$ cat src/rtl/rx_status_pkg.sv
// Shared constants for the receive-port status register bank.
// Assumes an 8-bit register space reached through a serial control bus front end.
package rx_status_pkg;

  // Port count and widths
  localparam int NUM_PORTS = 4;
  localparam int PORT_W = 2;
  localparam int ADDR_W = 8;
  localparam int DATA_W = 8;

  // Register offsets
  localparam logic [ADDR_W-1:0] PORT_SELECT_ADDR = 8'h4C;
  localparam logic [ADDR_W-1:0] RECEIVE_PORT_STATUS_ONE_ADDR = 8'h4D;
  localparam logic [ADDR_W-1:0] RECEIVE_PORT_STATUS_TWO_ADDR = 8'h4E;

  // Reset values
  localparam logic [DATA_W-1:0] PORT_SELECT_RESET = 8'h00;
  localparam logic [DATA_W-1:0] STATUS_RESET = 8'h00;
  localparam logic [DATA_W-1:0] UNMAPPED_READ = 8'h00;

  // Port select fields
  localparam int SEL_PHYS_MSB = 7;
  localparam int SEL_PHYS_LSB = 6;
  localparam int SEL_READ_MSB = 5;
  localparam int SEL_READ_LSB = 4;
  localparam int SEL_WRITE_MSB = 3;
  localparam int SEL_WRITE_LSB = 0;
  localparam logic [PORT_W-1:0] LOCAL_PHYS_PORT = 2'h0;

  // Status one fields
  localparam int ST1_PORT_MSB = 7;
  localparam int ST1_PORT_LSB = 6;
  localparam int ST1_CRC_BIT = 5;
  localparam int ST1_LOCK_CHG_BIT = 4;
  localparam int ST1_CTRL_ERR_BIT = 3;
  localparam int ST1_PARITY_BIT = 2;
  localparam int ST1_PASS_BIT = 1;
  localparam int ST1_LOCK_BIT = 0;

endpackage

$ cat src/rtl/sticky_flag.sv
// Single sticky status flag with set-over-clear priority.
// Assumes set and clear are synchronous to clk.
`timescale 1ns/1ps

module sticky_flag (
  // Clock and reset
  input wire logic clk,
  input wire logic rst,
  // Control
  input wire logic set,
  input wire logic clear,
  // State
  output logic flag
);

  // A set in the clearing cycle keeps the flag, so no event is lost
  always_ff @(posedge clk or posedge rst) begin
    if (rst) begin
      flag <= 1'b0;
    end else if (set) begin
      flag <= 1'b1;
    end else if (clear) begin
      flag <= 1'b0;
    end
  end

endmodule

$ cat src/rtl/rx_port_status_flags.sv
// Per-port status register bank of a four-port receive hub: port select,
// first status register with sticky event flags, pass-through of the second.
// Assumes register strobes come from a serial control bus front end on CLK,
// and event inputs are one-cycle pulses or levels synchronous to CLK.
`timescale 1ns/1ps

// Operation
// - Bit 5 sets on a forward control-channel CRC error, holds, and clears when read.
// - Bit 4 sets whenever lock state changed since the last read and clears when read.
// - With enhanced errors off, bit 3 flags a control-channel sequence error and clears on read.
// - With enhanced errors on, bit 3 flags any channel error and clears only on a detail read.
// - Bit 2 is 1 while parity errors exceed the threshold and drops only when counters clear.
// - Bit 1 shows the live pass indication from the pass criteria.
// - Bit 0 shows the live receiver lock state.
// - Status registers are per-port copies chosen by the port select register at 0x4C.
// - Bits 7:6 of the first status register return the selected read port number.
module rx_port_status_flags
  import rx_status_pkg::*;
(
  // Clock and reset
  input wire logic CLK,
  input wire logic RST,
  // Register access strobes
  input wire logic [ADDR_W-1:0] REG_ADDR,
  input wire logic [DATA_W-1:0] REG_WDATA,
  input wire logic REG_WR,
  input wire logic REG_RD,
  output logic [DATA_W-1:0] REG_RDATA,
  output logic REG_RVALID,
  // Control-channel events, one bit per port
  input wire logic [NUM_PORTS-1:0] CTRL_CHAN_CRC_ERR,
  input wire logic [NUM_PORTS-1:0] CTRL_CHAN_SEQUENCE_ERR,
  input wire logic [NUM_PORTS-1:0] CTRL_CHAN_ANY_ERR,
  input wire logic [NUM_PORTS-1:0] ENHANCED_ERR_ENABLE,
  input wire logic [NUM_PORTS-1:0] CTRL_CHAN_ERR_DETAIL_READ,
  // Receiver state, one bit per port
  input wire logic [NUM_PORTS-1:0] RECEIVER_LOCKED,
  input wire logic [NUM_PORTS-1:0] PORT_PASS,
  input wire logic [NUM_PORTS-1:0] PARITY_OVER_THRESHOLD,
  input wire logic [NUM_PORTS-1:0] PARITY_ERR_COUNTER_CLEAR,
  // Second status register bytes, port 0 in the low byte
  input wire logic [NUM_PORTS*DATA_W-1:0] STATUS_TWO_BYTES,
  output logic [NUM_PORTS-1:0] STATUS_TWO_READ,
  // Port select state
  output logic [PORT_W-1:0] READ_PORT,
  output logic [NUM_PORTS-1:0] WRITE_PORT_ENABLE
);

  // True when an access strobe targets the given offset
  function automatic logic addr_hit(input logic strobe, input logic [ADDR_W-1:0] addr,
                                    input logic [ADDR_W-1:0] offset);
    addr_hit = strobe && (addr == offset);
  endfunction

  // True when the selected read port equals the given index
  function automatic logic port_hit(input logic [PORT_W-1:0] sel, input int idx);
    port_hit = (sel == idx[PORT_W-1:0]);
  endfunction

  logic sel_wr;
  logic sel_rd;
  logic st1_rd;
  logic st2_rd;
  logic [NUM_PORTS-1:0] st1_rd_port;
  logic [NUM_PORTS-1:0] locked_q;
  logic [NUM_PORTS-1:0] lock_edge;
  logic [NUM_PORTS-1:0] pass_q;
  logic [NUM_PORTS-1:0] crc_flag;
  logic [NUM_PORTS-1:0] lock_chg_flag;
  logic [NUM_PORTS-1:0] seq_flag;
  logic [NUM_PORTS-1:0] any_flag;
  logic [NUM_PORTS-1:0] parity_flag;
  logic [NUM_PORTS-1:0] ctrl_err_bit;
  logic [DATA_W-1:0] status_one [NUM_PORTS];
  logic [DATA_W-1:0] next_rdata;

  // Access decode
  assign sel_wr = addr_hit(REG_WR, REG_ADDR, PORT_SELECT_ADDR);
  assign sel_rd = addr_hit(REG_RD, REG_ADDR, PORT_SELECT_ADDR);
  assign st1_rd = addr_hit(REG_RD, REG_ADDR, RECEIVE_PORT_STATUS_ONE_ADDR);
  assign st2_rd = addr_hit(REG_RD, REG_ADDR, RECEIVE_PORT_STATUS_TWO_ADDR);

  // Port select register: read port and write enables
  // Writes to any other offset are dropped; the status bytes hold no writable bits
  always_ff @(posedge CLK or posedge RST) begin
    if (RST) begin
      READ_PORT <= PORT_SELECT_RESET[SEL_READ_MSB:SEL_READ_LSB];
      WRITE_PORT_ENABLE <= PORT_SELECT_RESET[SEL_WRITE_MSB:SEL_WRITE_LSB];
    end else if (sel_wr) begin
      READ_PORT <= REG_WDATA[SEL_READ_MSB:SEL_READ_LSB];
      WRITE_PORT_ENABLE <= REG_WDATA[SEL_WRITE_MSB:SEL_WRITE_LSB];
    end
  end

  // Live receiver levels sampled once per cycle; the status byte shows these copies
  // Reset clears them, so a port already locked reports one lock change after reset
  always_ff @(posedge CLK or posedge RST) begin
    if (RST) begin
      locked_q <= '0;
      pass_q <= '0;
    end else begin
      locked_q <= RECEIVER_LOCKED;
      pass_q <= PORT_PASS;
    end
  end

  // Lock level differs from its last sample: the lock state changed this cycle
  assign lock_edge = RECEIVER_LOCKED ^ locked_q;

  // Per-port copies of the first status register
  // Every flag lets a set win over a clear in the same cycle, so no event is lost
  for (genvar p = 0; p < NUM_PORTS; p++) begin : g_port
    // Read of this port's copy
    assign st1_rd_port[p] = st1_rd && port_hit(READ_PORT, p);

    // CRC error, clear on read
    sticky_flag u_crc (
      .clk(CLK),
      .rst(RST),
      .set(CTRL_CHAN_CRC_ERR[p]),
      .clear(st1_rd_port[p]),
      .flag(crc_flag[p])
    );

    // Lock state differs from the last sample
    sticky_flag u_lock_chg (
      .clk(CLK),
      .rst(RST),
      .set(lock_edge[p]),
      .clear(st1_rd_port[p]),
      .flag(lock_chg_flag[p])
    );

    // Sequence error, used with enhanced errors off
    sticky_flag u_seq (
      .clk(CLK),
      .rst(RST),
      .set(CTRL_CHAN_SEQUENCE_ERR[p] && !ENHANCED_ERR_ENABLE[p]),
      .clear(st1_rd_port[p]),
      .flag(seq_flag[p])
    );

    // Any control-channel error, cleared by the detail register read only
    sticky_flag u_any (
      .clk(CLK),
      .rst(RST),
      .set(CTRL_CHAN_ANY_ERR[p] && ENHANCED_ERR_ENABLE[p]),
      .clear(CTRL_CHAN_ERR_DETAIL_READ[p]),
      .flag(any_flag[p])
    );

    // Parity threshold exceeded, held until the counters clear
    sticky_flag u_parity (
      .clk(CLK),
      .rst(RST),
      .set(PARITY_OVER_THRESHOLD[p]),
      .clear(PARITY_ERR_COUNTER_CLEAR[p]),
      .flag(parity_flag[p])
    );

    // Bit 3 meaning follows the enhanced error setting
    // Both flags are kept, but a first status read with enhanced errors on still clears a pending sequence error unseen
    assign ctrl_err_bit[p] = ENHANCED_ERR_ENABLE[p] ? any_flag[p] : seq_flag[p];
  end

  // Assembled first status byte of every port, one process for the whole array
  always_comb begin
    for (int p = 0; p < NUM_PORTS; p++) begin
      status_one[p] = STATUS_RESET;
      status_one[p][ST1_PORT_MSB:ST1_PORT_LSB] = READ_PORT;
      status_one[p][ST1_CRC_BIT] = crc_flag[p];
      status_one[p][ST1_LOCK_CHG_BIT] = lock_chg_flag[p];
      status_one[p][ST1_CTRL_ERR_BIT] = ctrl_err_bit[p];
      status_one[p][ST1_PARITY_BIT] = parity_flag[p];
      status_one[p][ST1_PASS_BIT] = pass_q[p];
      status_one[p][ST1_LOCK_BIT] = locked_q[p];
    end
  end

  // Read data selection by offset and selected port; unmapped offsets read as zero
  // The byte is taken before the clear, so a read reports the flags that it clears
  always_comb begin
    next_rdata = UNMAPPED_READ;
    if (sel_rd) begin
      next_rdata[SEL_PHYS_MSB:SEL_PHYS_LSB] = LOCAL_PHYS_PORT;
      next_rdata[SEL_READ_MSB:SEL_READ_LSB] = READ_PORT;
      next_rdata[SEL_WRITE_MSB:SEL_WRITE_LSB] = WRITE_PORT_ENABLE;
    end else if (st1_rd) begin
      next_rdata = status_one[READ_PORT];
    end else if (st2_rd) begin
      next_rdata = STATUS_TWO_BYTES[READ_PORT*DATA_W +: DATA_W];
    end
  end

  // Registered read answer, one cycle after the strobe
  // Read data holds between reads, so the front end may shift it out at its own pace
  always_ff @(posedge CLK or posedge RST) begin
    if (RST) begin
      REG_RDATA <= STATUS_RESET;
      REG_RVALID <= 1'b0;
    end else begin
      REG_RVALID <= REG_RD;
      if (REG_RD) begin
        REG_RDATA <= next_rdata;
      end
    end
  end

  // Tell the second register's owner which copy was read
  // Registered so the pulse lines up with the read answer
  always_ff @(posedge CLK or posedge RST) begin
    if (RST) begin
      STATUS_TWO_READ <= '0;
    end else begin
      for (int p = 0; p < NUM_PORTS; p++) begin
        STATUS_TWO_READ[p] <= st2_rd && port_hit(READ_PORT, p);
      end
    end
  end

endmodule

$ cat config.mk
export PLATFORM = sky130hd
export DESIGN_NAME = rx_port_status_flags
export DESIGN_NICKNAME = d
export VERILOG_FILES = /design/src/rtl/rx_status_pkg.sv /design/src/rtl/sticky_flag.sv /design/src/rtl/rx_port_status_flags.sv
export SDC_FILE = /design/constraint.sdc
export NUM_CORES = 1
export LEC_CHECK = 0
export CAP_MARGIN = 20
export CORE_MARGIN = 5
export CORE_UTILIZATION = 45
export CTS_CLUSTER_DIAMETER = 80
export DETAILED_ROUTE_END_ITERATION = 6
export DONT_BUFFER_PORTS = 1
export PLACE_DENSITY_LB_ADDON = 0.12
export SLEW_MARGIN = 20
export SYNTH_ARGS = -nofsm -noshare
export SYNTH_HDL_FRONTEND = slang
export SYNTH_HIERARCHICAL = 1
export SYNTH_SLANG_ARGS = --single-unit
$ cat constraint.sdc
create_clock -name CLK -period 1.9 [get_ports CLK]
set_clock_uncertainty 0.05 [all_clocks]
set_input_delay 0.19 -clock CLK [delete_from_list [all_inputs] [get_ports CLK]]
set_output_delay 0.19 -clock CLK [all_outputs]
set_load 0.01 [all_outputs]
==> reports/qor.yml <==
clock_tree:
  clk_pin_slew_ns: 0.09
  clock_path_buffers: 2
  worst_skew_pair.late_latency_ns: 0.29
  clock-sinks: 47
  cts_tree: "built"
  cts_buffers: 5
  cts_resized: 0
  cts-root-buf: "clkbuf_8"
  h-tree-depth: 2
floorplanning:
  core_area_um2: 5200
  start_util_pct: 47.0
  die_x_um: 83.7
  io_pins: 107
  die_h_um: 83.7
  rows: 26
  die-area_um2: 7010
sta:
  fin_crit_sh_pct: 91.1
  min_period_ns: 1.73
  fmax_mhz: 577
  slew_headroom_pct: 51.7
  rsz0062_at_grt: "no"
  setup_viol: 0
  finalHoldWorstSlack_ns: 0.00707
  tightest_slew_ns: 0.722
  slew_viol_final: 0
  finalHoldViolCount: 0
  fin_setup_tns_ns: 0
logic_synthesis:
  yosys_warnings: 6
  synth-seq-cells: 47
  synth_area_um2: 2450
  synth_nets: 302
  syn_inst: 214
  ys.flop_type: "dfrtp_1"
  netlist.area_leader.share_pct: 48.1
  synthArstFlopShare_pct: 100
  synth.top_cells.by_area: "dfrtp_1, mux4_2, inv_1, a21o_1, mux2_2"
  yosys.area.top_type: "dfrtp_1"
  synth_edf_count: 0
  postSynthAreaPerCell_um2: 11.4
  synthDistinctLibCells: 37
  synth.most_common_cell: "dfrtp_1"
  ys_top_cells_by_count: "dfrtp_1, inv_1, a21o_1"
  ys_seq_area_share_pct: 48.1
grt:
  grt_pass1_wl_um: 8990
  globalRouteOverflowTotal: 0
  grt_antenna_before_repair: 0
  grt_start_max_net_pins: 28
  grt_use_total_pct: 15.9
  grt_pass1_vias: 1833
routing:
  postRouteAntennaNets: 0
  via_per_inst: 5.27
  drc: 0
  vias: 1665
  avgRoutedWirePerCell_um: 17.7
  drt-total-wl_um: 5590
  dr.first_iter.drc_count: 84
  dr.pass1.iters: 4
finish:
  final_area_um2: 2900
  layout-drive-gt1-share_pct: 17.5
  num_antenna_cells: 0
  areaGrowthSynthToFinish_pct: 18.4
  fin_nets: 333
  final_cells: 316
  fin_util_pct: 55.6
placement:
  post-dp-hpwl_um: 4350
  port-buffer-count: 0
  globalplace.congestion: 0.722
  placed_cells: 283
  placed_area_um2: 2550
pwr:
  pwr_density_cell_nw_per_um2: 662
  peakVddDrop_mv: 0.556
  p_leak_nw: 1.27
critical_path:
  startpoint_type: "flip-flop"
  crit_required_ns: 2.03
  cp.arrival_ns: 1.86
  r2r_slack_ns: 0.17
  reg2reg_from: "READ_PORT[0]$_DFFE_PP0P_"
  critical_path_class: "flip-flop to flip-flop"
  crit_fanout: 7
  worstSetupEndpointType: "flip-flop"
  timing.rr.end: "REG_RDATA[4]$_DFFE_PP0P_"
  reg2regPathDepth: 4
job:
  maxCapViolCount: 0
worst_hold_path:
  min_from: "PARITY_ERR_COUNTER_CLEAR[0]"
  holdPathEnd: "g_port[0].u_parity/flag$_DFFE_PP0P_"
  hp-class: "input pin to flip-flop"
  min_path_cells: 2
outcome:
  outcome: "finished, final reports clean"
worst max-delay path by stage:
stage,slack [ns],start,cells past startpoint,to
global route,0.06,READ_PORT[0]$_DFFE_PP0P_,4,REG_RDATA[4]$_DFFE_PP0P_
global placement,0.14,REG_ADDR[7],5,g_port[0].u_seq/flag$_DFFE_PP0P_
floorplan,0.22,READ_PORT[1]$_DFFE_PP0P_,7,g_port[2].u_seq/flag$_DFFE_PP0P_
detailed placement,0.14,REG_ADDR[7],5,g_port[0].u_lock_chg/flag$_DFFE_PP0P_
CTS,0.16,READ_PORT[0]$_DFFE_PP0P_,4,REG_RDATA[4]$_DFFE_PP0P_
finish,0.17,READ_PORT[0]$_DFFE_PP0P_,4,REG_RDATA[4]$_DFFE_PP0P_
registers in the layout, indices dropped and copies added (netlist names):
signal / count
g_port.u_lock_chg/flag: 4
READ_PORT: 2
g_port.u_parity/flag: 4
REG_RDATA: 8
g_port.u_crc/flag: 4
locked_q: 4
REG_RVALID: 1
WRITE_PORT_ENABLE: 4
STATUS_TWO_READ: 4
pass_q: 4
g_port.u_seq/flag: 4
g_port.u_any/flag: 4
cell type report:
type,instances,area (um^2)
flip-flops and latches,47,1180
clock buffers,6,82.6
well taps,70,87.6
multi-input cells,117,1060
fillers,486,2310
inverters,42,158
clock inverters,2,16.3
repair buffers,32,315
per-stage QoR:
| stage | power (mW) | setup slack, ns |
|---|---|---|
| 2_1_floorplan | 1.22 | 0.219 |
| 3_3_place_gp | 1.26 | 0.139 |
| 3_5_place_dp | 1.26 | 0.140 |
| 4_1_cts | 1.94 | 0.160 |
| 5_1_grt | 2.02 | 0.0583 |
| 6_report | 1.92 | 0.168 |
power by group:
group	switching [mW]	total (mW)	internal, mW
logic	0.0989	0.231	0.132
clock network	0.333	0.630	0.297
registers	0.0261	1.06	1.03
total	0.458	1.92	1.46
per-layer routing:
layer	part of all wire, %	wire length [um]	GRT usage (%)	vias up
li1	-	-	-	784
met2	50	2770	27.8	69
met1	41	2310	18.7	810
met3	8.7	487	6.32	2
met4	0.41	23	2.63	0
met5	0	0	0	-
what timing repair did:
item,in CTS,in global routing
endpoints found under the hold margin,70,2
setup buffers,0,0
hold buffers,23,2
endpoints found under the setup margin,0,0
cells by family (layout without fill, tap and decap cells):
group	after synthesis	count (layout)	share of synthesized area [%]
XOR/XNOR	4	4	1.43
AND/OR/NAND/NOR	44	44	13.2
AO/OA/AOI/OAI	40	40	11.2
multiplexers	29	29	17.5
flip-flops	47	47	48.1
buffers and inverters	50	82	8.59
cell usage in the layout, fill, tap and decap left out:
master         instances
a21o_1                20
a21oi_1                4
a22oi_1                6
and2_1                 4
and2b_1                1
and3_1                 2
and3b_1                1
buf_12                 1
buf_4                  6
clkbuf_8               6
clkinv_4               1
clkinvlp_4             1
dfrtp_1               47
dlygate4sd3_1         25
inv_1                 42
mux2_2                10
mux2i_1                9
mux4_2                10
nand2_1               10
nand2b_2               1
nand3_1                2
nand3b_1               2
nand3b_2               1
nand4bb_4              1
nor2_1                 5
nor2b_1                4
nor3_1                 1
nor3_2                 1
nor3b_1                2
nor4_4                 1
nor4b_1                1
nor4b_2                1
nor4b_4                1
o21ai_1                5
o22ai_1                4
o31ai_1                1
or3_1                  1
or3b_4                 1
xor2_1                 4
critical path, cell delays in order, from the launching register on:
cell and delay (ns):
dfrtp_1 0.54, buf_4 0.24, mux4_2 0.52, a21oi_1 0.19, o21ai_1 0.07
Note: power is estimated with default switching activity, not from simulation.
